<file path="src/hw/acc_map.vh">
// Register map, field positions, reset values and timing counts for the
// converter control block. Assumes a 40 MHz pclk and 32-bit APB words.
`ifndef ACC_MAP_VH
`define ACC_MAP_VH
`define ACC_CTRL_OFF      12'h0c0
`define ACC_PDIS_OFF      12'h0c4
`define ACC_RESULT_OFF    12'h0c8
`define ACC_PIN_OFF       12'h0cc
`define ACC_CFG_OFF       12'h0d0
`define ACC_CTRL_RST      8'h00
`define ACC_PDIS_RST      8'h00
`define ACC_B_ENABLE      7
`define ACC_B_OUT1        6
`define ACC_B_OUT0        5
`define ACC_B_DONE        4
`define ACC_B_START       3
`define ACC_B_RCSEL       2
`define ACC_B_CHHI        1
`define ACC_B_CHLO        0
`define ACC_CFG_GIE       0
`define ACC_CFG_IEN       1
`define ACC_CFG_PRIO      2
`define ACC_CFG_PDOWN     3
`define ACC_MC_CLKS       6
`define ACC_CONV_MC       31
`define ACC_SYNC_MC       3
`define ACC_RC_CLKS       108
`define ACC_RC_DIV        7
`define ACC_PIN_CH0       3
`define ACC_PIN_CH1       4
`define ACC_PIN_CH2       5
`define ACC_PIN_CH3       6
`endif

</file>
<file path="src/hw/acc_top.v">
// Converter control: control register, digital input disable, start/busy/
// done sequencing, result holding and interrupt request over APB.
// Assumes pin levels and the sample value are synchronous to pclk.
//
// Added by the designer: register access over APB.
`include "acc_map.vh"

////////////////////////////////////////////////////////////////////////////
// Functional notes
// - Each input-disable bit turns off one port 0 pin's digital input.
// - A disabled port 0 pin reads as zero.
// - Four-way input selector feeding an 8-bit successive approximation core.
// - Channel bits change only while busy and done are both zero.
// - Start begins conversion; start reads one until one machine cycle after completion.
// - Hardware sets done on completion; only software clears it.
// - Start is ignored while busy or done is one.
// - Done and busy are both set for exactly one machine cycle, except after a power-down abort on the finish tick.
// - Start write may change channel; a done-clearing write may not.
// - Interrupt needs global enable, converter interrupt enable and top priority.
// - Result loads at completion and holds until the next completion or a power-down abort.
// - Enable cannot be cleared while busy or done is one.
// - Clock select: 0 CPU clock, 1 RC; writable only when idle.
// - Bit 6 enables the second output converter.
// - Bit 5 enables first output converter; writable only when idle.
// - Code 00 selects pin 3, code 01 selects pin 4.
// - Control register at C0h, resets to zero, fixed bit layout.
// - CPU-clocked conversion finishes 31 machine cycles after start.
// - RC-clocked conversion adds 3 machine cycles sync plus 108 RC clocks.
// - Power-down with CPU clock aborts conversion, result invalid.
module acc_top (
  input  wire        pclk,
  input  wire        presetn,
  input  wire        psel,
  input  wire        penable,
  input  wire        pwrite,
  input  wire [11:0] paddr,
  input  wire [31:0] pwdata,
  output reg  [31:0] prdata,
  output reg         pready,
  output reg         pslverr,
  input  wire [7:0]  port0_pin_in,
  output reg  [7:0]  port0_digital_input_disable,
  output reg  [7:0]  port0_read_value,
  input  wire [7:0]  sar_sample,
  output reg  [1:0]  analog_mux_sel,
  output reg  [7:0]  analog_mux_pin_onehot,
  output reg         converter_enable,
  output reg         second_output_converter_enable,
  output reg         first_output_converter_enable,
  output reg         rc_oscillator_clock_select,
  output reg         conversion_busy,
  output reg         irq_request
);

  // Sequencer states
  localparam [1:0] ST_IDLE = 2'b00;
  localparam [1:0] ST_SYNC = 2'b01;
  localparam [1:0] ST_CONV = 2'b10;
  localparam [1:0] ST_DONE = 2'b11;

  ////////////////////////////////////////////////////////////////////////////
  // Timing overview
  //
  // Machine cycle:
  //   The machine cycle divider runs freely from reset and never resyncs.
  //   A start therefore lands at any phase of it.
  //   The first machine cycle of a conversion is a partial one.
  //   Counts below are ticks after that partial cycle, except the CPU clock total, which includes it.
  //
  // CPU clock conversion:
  //   The count loads with the machine cycle total less one.
  //   Done sets on the tick after the count reaches zero.
  //   Start to done is the full total, the partial cycle included.
  //
  // RC clock conversion:
  //   A sync phase of whole machine cycles comes first.
  //   The RC phase then counts RC ticks from the /7 divider.
  //   Both phases end on a tick, so the sum has a small spread.
  //   Anything checking the length must allow for that spread.
  //
  // Done overlap:
  //   Done and busy stand together for one machine cycle.
  //   That cycle is counted in pclk, so it is exact in both clock modes.
  //   An RC tick lines up with the machine cycle divider only once every 42 pclk.
  //   Waiting for the next machine tick would shorten the overlap.
  //
  // Clock select at start:
  //   A start write may also change the clock select bit.
  //   The sequencer takes the written value, not the old register bit.
  //   Otherwise the sync phase and the finish test could disagree.
  //
  // Lock rules:
  //   Locked fields are compared against the state before the write.
  //   A write that clears done still sees the block as locked.
  //   A start in the same write as a done clear is therefore ignored.
  //
  // Power-down:
  //   Only CPU clocked conversions abort on a power-down request.
  //   An abort leaves done clear and the result invalid, except on the finish tick, where finish sets both.
  //   An abort cannot cut the done overlap cycle short, but an abort on the finish tick clears busy as done sets, so there is no overlap.
  //
  // Counter widths:
  //   Load values are cut to the counter width on purpose.
  //   Every load value here fits its counter without loss.
  //
  ////////////////////////////////////////////////////////////////////////////

  // Divider end points and sequencer load values
  localparam integer MC_LAST_I   = `ACC_MC_CLKS - 1;
  localparam integer RC_LAST_I   = `ACC_RC_DIV - 1;
  localparam integer CONV_LD_I   = `ACC_CONV_MC - 1;
  localparam integer SYNC_LD_I   = `ACC_SYNC_MC;
  localparam integer RCCONV_LD_I = `ACC_RC_CLKS;
  localparam [2:0]   MC_LAST     = MC_LAST_I[2:0];
  localparam [2:0]   RC_LAST     = RC_LAST_I[2:0];
  localparam [6:0]   CONV_LD     = CONV_LD_I[6:0];
  localparam [6:0]   SYNC_LD     = SYNC_LD_I[6:0];
  localparam [6:0]   RCCONV_LD   = RCCONV_LD_I[6:0];
  localparam [6:0]   DONE_LD     = MC_LAST_I[6:0];

  // Selector decode, used for the pin one-hot output
  function [7:0] ch_pin;
    input [1:0] ch;
    begin
      case (ch)
        2'b00:   ch_pin = 8'h01 << `ACC_PIN_CH0;
        2'b01:   ch_pin = 8'h01 << `ACC_PIN_CH1;
        2'b10:   ch_pin = 8'h01 << `ACC_PIN_CH2;
        2'b11:   ch_pin = 8'h01 << `ACC_PIN_CH3;
        default: ch_pin = 8'h00;
      endcase
    end
  endfunction

  reg [7:0]  ctrl_q;
  reg [7:0]  pdis_q;
  reg [7:0]  result_q;
  reg [3:0]  cfg_q;
  reg [1:0]  state_q;
  reg [2:0]  mc_cnt_q;
  reg [6:0]  cyc_cnt_q;
  reg [2:0]  rc_div_q;
  reg        result_valid_q;

  wire       wr_en   = psel & penable & pwrite;
  wire       wr_ctrl = wr_en & (paddr == `ACC_CTRL_OFF);
  wire       wr_pdis = wr_en & (paddr == `ACC_PDIS_OFF);
  wire       wr_cfg  = wr_en & (paddr == `ACC_CFG_OFF);
  wire       busy    = ctrl_q[`ACC_B_START];
  wire       done    = ctrl_q[`ACC_B_DONE];
  wire       locked  = busy | done;
  wire       mc_tick = (mc_cnt_q == MC_LAST);
  wire       rc_tick = (rc_div_q == RC_LAST);
  // Last pclk of the one machine cycle done overlap
  wire       done_end = (state_q == ST_DONE) & (cyc_cnt_q == 7'd0);
  wire       start_ok = wr_ctrl & pwdata[`ACC_B_START] & ~locked
                        & ctrl_q[`ACC_B_ENABLE];
  wire       pdown_abort = cfg_q[`ACC_CFG_PDOWN] & ~ctrl_q[`ACC_B_RCSEL]
                           & (state_q != ST_IDLE) & (state_q != ST_DONE);
  wire       finish;

  assign finish = (state_q == ST_CONV) & (ctrl_q[`ACC_B_RCSEL] ? rc_tick : mc_tick)
                  & (cyc_cnt_q == 7'd0);

  ////////////////////////////////////////////////////////////////////////////
  // Machine cycle and RC clock dividers
  always @(posedge pclk or negedge presetn)
  begin
    if (!presetn)
    begin
      mc_cnt_q <= 3'd0;
      rc_div_q <= 3'd0;
    end
    else
    begin
      mc_cnt_q <= mc_tick ? 3'd0 : mc_cnt_q + 3'd1;
      rc_div_q <= rc_tick ? 3'd0 : rc_div_q + 3'd1;
    end
  end

  ////////////////////////////////////////////////////////////////////////////
  // Control register with locked fields
  always @(posedge pclk or negedge presetn)
  begin
    if (!presetn)
      ctrl_q <= `ACC_CTRL_RST;
    else
    begin
      if (wr_ctrl)
      begin
        // Enable may always be set, cleared only when idle
        if (pwdata[`ACC_B_ENABLE] | ~locked)
          ctrl_q[`ACC_B_ENABLE] <= pwdata[`ACC_B_ENABLE];
        ctrl_q[`ACC_B_OUT1] <= pwdata[`ACC_B_OUT1];
        if (~locked)
        begin
          ctrl_q[`ACC_B_OUT0]  <= pwdata[`ACC_B_OUT0];
          ctrl_q[`ACC_B_RCSEL] <= pwdata[`ACC_B_RCSEL];
          ctrl_q[1:0]          <= pwdata[1:0];
        end
      end
      // Done flag: hardware set wins over software clear
      if (finish)
        ctrl_q[`ACC_B_DONE] <= 1'b1;
      else if (wr_ctrl & ~pwdata[`ACC_B_DONE])
        ctrl_q[`ACC_B_DONE] <= 1'b0;
      // Busy bit: set by accepted start, cleared one machine cycle after done or on abort
      if (start_ok)
        ctrl_q[`ACC_B_START] <= 1'b1;
      else if (done_end | pdown_abort)
        ctrl_q[`ACC_B_START] <= 1'b0;
    end
  end

  ////////////////////////////////////////////////////////////////////////////
  // Conversion sequencer
  always @(posedge pclk or negedge presetn)
  begin
    if (!presetn)
    begin
      state_q   <= ST_IDLE;
      cyc_cnt_q <= 7'd0;
    end
    else if (pdown_abort)
    begin
      state_q   <= ST_IDLE;
      cyc_cnt_q <= 7'd0;
    end
    else
    begin
      case (state_q)
        ST_IDLE:
          if (start_ok)
          begin
            // Written clock select applies to this conversion
            if (pwdata[`ACC_B_RCSEL])
            begin
              state_q   <= ST_SYNC;
              cyc_cnt_q <= SYNC_LD;
            end
            else
            begin
              state_q   <= ST_CONV;
              cyc_cnt_q <= CONV_LD;
            end
          end
        ST_SYNC:
          if (mc_tick)
          begin
            if (cyc_cnt_q == 7'd0)
            begin
              state_q   <= ST_CONV;
              cyc_cnt_q <= RCCONV_LD;
            end
            else
              cyc_cnt_q <= cyc_cnt_q - 7'd1;
          end
        ST_CONV:
          if (finish)
          begin
            state_q   <= ST_DONE;
            cyc_cnt_q <= DONE_LD;
          end
          else if (ctrl_q[`ACC_B_RCSEL] ? rc_tick : mc_tick)
            cyc_cnt_q <= cyc_cnt_q - 7'd1;
        ST_DONE:
          if (cyc_cnt_q == 7'd0)
            state_q <= ST_IDLE;
          else
            cyc_cnt_q <= cyc_cnt_q - 7'd1;
        default:
          state_q <= ST_IDLE;
      endcase
    end
  end

  ////////////////////////////////////////////////////////////////////////////
  // Result, input disable and interrupt configuration registers
  always @(posedge pclk or negedge presetn)
  begin
    if (!presetn)
    begin
      result_q       <= 8'h00;
      result_valid_q <= 1'b0;
      pdis_q         <= `ACC_PDIS_RST;
      cfg_q          <= 4'h0;
    end
    else
    begin
      if (finish)
      begin
        result_q       <= sar_sample;
        result_valid_q <= 1'b1;
      end
      else if (pdown_abort)
      begin
        result_q       <= 8'h00;
        result_valid_q <= 1'b0;
      end
      if (wr_pdis)
        pdis_q <= pwdata[7:0];
      if (wr_cfg)
        cfg_q <= pwdata[3:0];
    end
  end

  ////////////////////////////////////////////////////////////////////////////
  // APB slave: zero wait states, error on unmapped address
  always @(posedge pclk or negedge presetn)
  begin
    if (!presetn)
    begin
      prdata  <= 32'h0000_0000;
      pready  <= 1'b0;
      pslverr <= 1'b0;
    end
    else
    begin
      pready  <= psel & ~penable;
      pslverr <= 1'b0;
      if (psel & ~penable)
      begin
        case (paddr)
          `ACC_CTRL_OFF:   prdata <= {24'h000000, ctrl_q};
          `ACC_PDIS_OFF:   prdata <= {24'h000000, pdis_q};
          `ACC_RESULT_OFF: prdata <= {23'h000000, result_valid_q, result_q};
          `ACC_PIN_OFF:    prdata <= {24'h000000, port0_pin_in & ~pdis_q};
          `ACC_CFG_OFF:    prdata <= {28'h0000000, cfg_q};
          default:
          begin
            prdata  <= 32'h0000_0000;
            pslverr <= 1'b1;
          end
        endcase
      end
    end
  end

  ////////////////////////////////////////////////////////////////////////////
  // Registered outputs toward pins, analog core and interrupt logic
  always @(posedge pclk or negedge presetn)
  begin
    if (!presetn)
    begin
      port0_digital_input_disable    <= 8'h00;
      port0_read_value               <= 8'h00;
      analog_mux_sel                 <= 2'b00;
      analog_mux_pin_onehot          <= 8'h00;
      converter_enable               <= 1'b0;
      second_output_converter_enable <= 1'b0;
      first_output_converter_enable  <= 1'b0;
      rc_oscillator_clock_select     <= 1'b0;
      conversion_busy                <= 1'b0;
      irq_request                    <= 1'b0;
    end
    else
    begin
      port0_digital_input_disable    <= pdis_q;
      port0_read_value               <= port0_pin_in & ~pdis_q;
      analog_mux_sel                 <= ctrl_q[1:0];
      analog_mux_pin_onehot          <= ch_pin(ctrl_q[1:0]);
      converter_enable               <= ctrl_q[`ACC_B_ENABLE];
      second_output_converter_enable <= ctrl_q[`ACC_B_OUT1];
      first_output_converter_enable  <= ctrl_q[`ACC_B_OUT0];
      rc_oscillator_clock_select     <= ctrl_q[`ACC_B_RCSEL];
      conversion_busy                <= busy;
      irq_request                    <= done & cfg_q[`ACC_CFG_GIE]
                                        & cfg_q[`ACC_CFG_IEN] & cfg_q[`ACC_CFG_PRIO];
    end
  end

endmodule // acc_top

</file>
<file path="config.mk">
export PLATFORM = sky130hd
export DESIGN_NAME = acc_top
export DESIGN_NICKNAME = d
export VERILOG_FILES = /design/src/hw/acc_top.v
export VERILOG_INCLUDE_DIRS = /design/src /design/src/hw
export SDC_FILE = /design/constraint.sdc
export NUM_CORES = 1
export LEC_CHECK = 0
export BUFFER_PORTS_ARGS = -buffer_cell sky130_fd_sc_hd__buf_2
export CAP_MARGIN = 20
export CELL_PAD_IN_SITES_DETAIL_PLACEMENT = 0
export CELL_PAD_IN_SITES_GLOBAL_PLACEMENT = 2
export CORE_UTILIZATION = 25
export CTS_BUF_LIST = sky130_fd_sc_hd__clkbuf_4 sky130_fd_sc_hd__clkbuf_8
export DETAILED_ROUTE_END_ITERATION = 10
export PLACE_DENSITY_LB_ADDON = 0.1
export SYNTH_ARGS = -nofsm -noshare
export SYNTH_HDL_FRONTEND = slang
export SYNTH_SLANG_ARGS = --single-unit
export TNS_END_PERCENT = 10
</file>
<file path="constraint.sdc">
create_clock -name pclk -period 2.92 [get_ports pclk]
set_input_delay 0.292 -clock pclk [delete_from_list [all_inputs] [get_ports pclk]]
set_output_delay 0.292 -clock pclk [all_outputs]
set_load 0.005 [all_outputs]
</file>
* Yosys cells after proc, flatten, opt, wreduce, memory -nomap -nowiden
Cells that the tools add are included. Widths: inputs -> output; s select.
Operators by class: add/sub/neg operators 3, equality and inequality tests 21, mux-type cells 32, bitwise gates (word level) 28, reductions and logical operators 12
Operators with widths (count):
- $eq 12x8->1 const B | 5
- $mux 7 | 7
- $pmux 9 s5 | 1
- $pmux 8 s4 | 1
- $pmux 7 s4 | 1
- $and 1x1->1 | 19
- $mux 8 | 2
- $ne 3x3->1 const B | 5
- $mux 2 | 7
- $mux 1 | 9
- $and 8x8->8 | 1
- $eq 2x2->1 const B | 4
- $not 8->8 | 1
- $pmux 2 s4 | 1
- $reduce_bool 2->1 | 4
- $logic_not 7->1 | 1
- $sub 7x1->7 const B | 1
- $add 3x1->3 const B | 2
- $eq 3x3->1 const B | 2
- $mux 3 | 2
- $mux 5 | 1
- $reduce_and 5->1 | 1
- $reduce_or 5->1 | 1
- $eq 2x1->1 const B | 2
- other kinds (8) | 15
Storage, ports and cells: register bits 110, input port bits 65, logic and storage cells 122

* Longest topological paths before layout
depth in word-level cells 9, depth in mapped cells 9

* Worst setup path before layout
No wires, ideal clock.
kind reg2reg, from register state_q[0], to register cyc_cnt_q[6], setup time 0.124 ns, data arrival time 2.362 ns, required time 2.796 ns, path slack 0.434 ns, stages on the path, launching flop included 9, path buffers 2, cell sequence dfrtp_1 > ha_1 > or4b_1 > buf_2 > and3_4 > a211o_4 > or2_0 > buf_2 > a211o_1
On the way: longest elaborated chain between the ends 6
RTL lines:
- from (decl) | line acc_top.v:139 | reg [1:0] state_q;
- from (signal assigned) | line acc_top.v:221 | state_q <= ST_IDLE;
- from (signal assigned) | line acc_top.v:226 | state_q <= ST_IDLE;
- from (signal assigned) | line acc_top.v:238 | state_q <= ST_SYNC;
- $eq 2x2->1 | line acc_top.v:162, acc_top.v:231
- $and 1x1->1 (2 in a row) | line acc_top.v:162 | assign finish = (state_q == ST_CONV) & (ctrl_q[`ACC_B_RCSEL] ? rc_tick : mc_tick)
- $mux 7 | line acc_top.v:259 | if (finish)
- $pmux 7 s4 | line acc_top.v:231 | case (state_q)
- $mux 7 | line acc_top.v:224 | else if (pdown_abort)
- to (signal assigned) | line acc_top.v:256 | cyc_cnt_q <= cyc_cnt_q - 7'd1;
- to (signal assigned) | line acc_top.v:265 | cyc_cnt_q <= cyc_cnt_q - 7'd1;
- to (signal assigned) | line acc_top.v:270 | cyc_cnt_q <= cyc_cnt_q - 7'd1;
- to (decl) | line acc_top.v:141 | reg [6:0] cyc_cnt_q;
Parallel ways exist; a longest one is shown, timed or not. A chain may end at the register's enable or synchronous reset.

* Worst setup path after layout
from register state_q[0], to register state_q[0]
On the way: longest elaborated chain between the ends 5
RTL lines (line):
- $eq 2x2->1 or $reduce_bool 2->1 (tied branches) | acc_top.v:162, acc_top.v:231, acc_top.v:159
- $and 1x1->1 (on tied branches) (2 in a row) | acc_top.v:162, acc_top.v:158
- $ne 3x3->1 (no line) or $ne 3x2->1 (tied branches)
- $reduce_and 5->1 (no line)
Parallel ways exist; a longest one is shown, timed or not.

==> results.yml <==
timing:
  worstMarginPinSlew_ns: 0.739
  fin_skew_ns: 0.0121
  max_freq_mhz: 379
  holdWs_ns: 0.135
  slew_violations: 0
  finalSetupViolations: 0
  period_needed_ns: 2.64
  rsz0062_at_grt: "false"
  setup-tns-final_ns: 0
  slew-limit-headroom_pct: 50.7
  fin_crit_sh_pct: 90.5
  final_hold_viol_count: 0
setup_path:
  cp_slowest_cell: "or4b_1"
  cp_top_family: "simple AND/OR/NAND/NOR gates"
  path_class: "flop to flop"
  r2r_cells: 8
  slowest_delay_ns: 0.53
  worstReg2RegEnd: "state_q[0]"
  cp_data_required_time_ns: 3.19
  worst-path-buf-inv: 2
  critPathCaptureType: "flop"
  reg2reg_from: "state_q[0]"
  arrival_ns: 2.91
  path_max_fanout: 14
  critPathLaunchType: "flop"
  worstPathCellList: "inv_1, ha_1, or4b_1, buf_4, a21oi_1, o22ai_1, nor3_1, mux2_2"
  rrSetupSlack_ns: 0.28
hold_path:
  min_to: "result_q[6]"
  worstHoldStart: "sar_sample[6]"
  hold_depth: 3
  hp-class: "input pin to flop"
place:
  place_congestion: 0.759
  hpwl_um: 7540
  port_buffers: 79
final_layout:
  syn_to_final_growth_pct: 20.9
  n_antenna_cell: 0
  final_nets: 504
  drive_gt1_share_pct: 35.2
synth:
  synth_edf_count: 0
  ys_ff_latch: 83
  postSynthAreaPerCell_um2: 11.6
  synthFlopType: "dfrtp_1"
  synthDistinctLibCells: 60
  ys.warnings.count: 0
  async_flop_share_pct: 100
  syn_inst: 339
  netlist_area_mm2: 0.00392
  yosysSeqAreaShare_pct: 53.0
floorplan:
  die_area_mm2: 0.0162
  core_mm2: 0.0153
  ioPinCount: 131
  die_w_um: 127
  start_util_pct: 25.7
  chipHeight_um: 127
  rows: 45
clock_network:
  cts_max_level: 3
  hold_buffers: 1
  clock_path_buffers: 2
  post_cts_buffers: 0
  path_clk_slew_ns: 0.09
  clkLatencyLatePin_ns: 0.37
  cts_buffers: 9
  root_buffer: "clkbuf_8"
  cts_resized: 0
  cts_tree: "yes"
  cts_sinks: 83
grt:
  grt_pass1_wl_um: 16500
  grt_overflow: 0
  antenna_found_initial: 0
  grt_pass1_vias: 2926
  grt_start_max_net_pins: 57
  grt_use_total_pct: 13.7
routing:
  viasPerCell: 4.38
  firstDrtPassIters: 4
  drtAntennaViolNets: 0
  wl_per_cell_um: 15.8
  vias: 2844
  totalWireLength_um: 10300
  drt_iter0_drc: 132
  drc_errors: 0
power:
  p_leak_nw: 2.40
  peakVddDrop_mv: 0.380
  power_density_mw_per_mm2: 669
  totalPowerFinal_mw: 3.17
job:
  cap_violations: 0
outcome:
  status: "finished, final reports clean"
## worst max-delay path by stage
stage / startpoint / end / slack [ns] / depth (start not counted)
after floorplan: state_q[0] / cyc_cnt_q[6] / 0.43 / 8
after global placement: state_q[0] / cyc_cnt_q[6] / 0.29 / 6
after detailed placement: state_q[0] / state_q[0] / 0.31 / 8
after CTS: state_q[0] / state_q[0] / 0.27 / 8
after global routing: state_q[0] / state_q[0] / 0.08 / 8
final: state_q[0] / state_q[0] / 0.28 / 8
## layer usage
| layer | routed length [um] | vias up | global-route usage [%] |
|---|---|---|---|
| met5 | 0 | - | 0 |
| met1 | 4780 | 1410 | 17.9 |
| met3 | 515 | 9 | 4.40 |
| met4 | 119 | 0 | 3.99 |
| met2 | 4840 | 71 | 21.7 |
| li1 | - | 1354 | - |
## cells in the final DEF (no fill, tap or decap), types with 3 or more instances in the layout
cell,count
a211oi_1,3
a21o_1,6
a21oi_1,11
a22o_1,5
a22oi_1,4
buf_2,78
buf_4,18
clkbuf_8,10
conb_1,27
dfrtp_1,83
ha_1,6
inv_1,10
mux2_2,27
mux2i_1,3
mux4_2,4
nand2_1,28
nand2b_1,3
nand3_1,7
nor2_1,11
nor2b_1,10
nor3_1,10
nor4_1,5
o21ai_0,17
o31ai_1,3
## synth_stat cells, drive strengths merged (6+ instances only)
| cell | count | share of area [%] |
|---|---|---|
| dfrtp | 83 | 53 |
| buf | 31 | 5.8 |
| nand2 | 28 | 2.7 |
| mux2 | 27 | 7.8 |
| o21ai | 17 | 2.2 |
| a21oi | 11 | 1.4 |
| nor2 | 11 | 1.1 |
| nor3 | 11 | 1.7 |
| inv | 10 | 0.96 |
| nor2b | 10 | 1.6 |
| clkbuf | 9 | 0.86 |
| nand3 | 7 | 0.89 |
| a21o | 6 | 1.1 |
| ha | 6 | 1.9 |
| nor4 | 6 | 1.1 |
## registers in the layout, indices dropped and copies added, names as in the netlist, 2 cells and up
name                         cells
prdata                           9
port0_read_value                 8
port0_digital_input_disable      8
cfg_q                            4
state_q                          2
analog_mux_sel                   2
result_q                         8
rc_div_q                         3
analog_mux_pin_onehot            4
cyc_cnt_q                        7
mc_cnt_q                         3
ctrl_q                           8
pdis_q                           8
## logic make-up (layout without fill, tap and decap cells)
family,Yosys count,in the layout,share of synthesized area [%]
adders and majority gates,6,6,1.92
AOI/OAI and AO/OA,64,64,11.5
and+or+nand+nor,100,100,14.8
buffers and inverters,50,123,7.63
other,1,27,0.0957
xor gates and xnor gates,1,1,0.223
DFF,83,83,53.0
muxes,34,34,10.8
## cell type report
class,instances,area (um^2)
inverter,10,37.5
multi-input combinational,232,1640
fill,1633,10500
clock buffer,10,138
timing repair buffer,97,536
sequential,83,2080
tap,211,264
clock inverter,6,47.5
## worst reg2reg max path, delay by kind of cell, from the launching register on
kind / cells / cell delay, ns
multiplexers: 1 / 0.38
AO/OA/AOI/OAI: 2 / 0.25
buffers and inverters: 2 / 0.30
adder cells (fa/ha/maj): 1 / 0.28
flip-flops: 1 / 0.44
AND/OR/NAND/NOR: 2 / 0.90
## where the power goes
group / leakage [nW] / switching (mW) / total, mW / internal (mW)
clock: 0.0989 / 0.466 / 0.809 / 0.343
combinational: 1.24 / 0.553 / 0.978 / 0.424
sequential: 1.07 / 0.118 / 1.39 / 1.27
total: 2.40 / 1.14 / 3.17 / 2.04
## through the flow
stage	util (%)	instance area, um^2	setup WS (ns)	cells
finish	31.1	4740	0.279	649
CTS	31.1	4740	0.270	649
global placement	29.8	4550	0.286	632
floorplan	-	4020	0.434	365
detailed placement	29.8	4550	0.313	632
global route	31.1	4740	0.0805	649
Note: power is estimated with default switching activity, not from simulation.
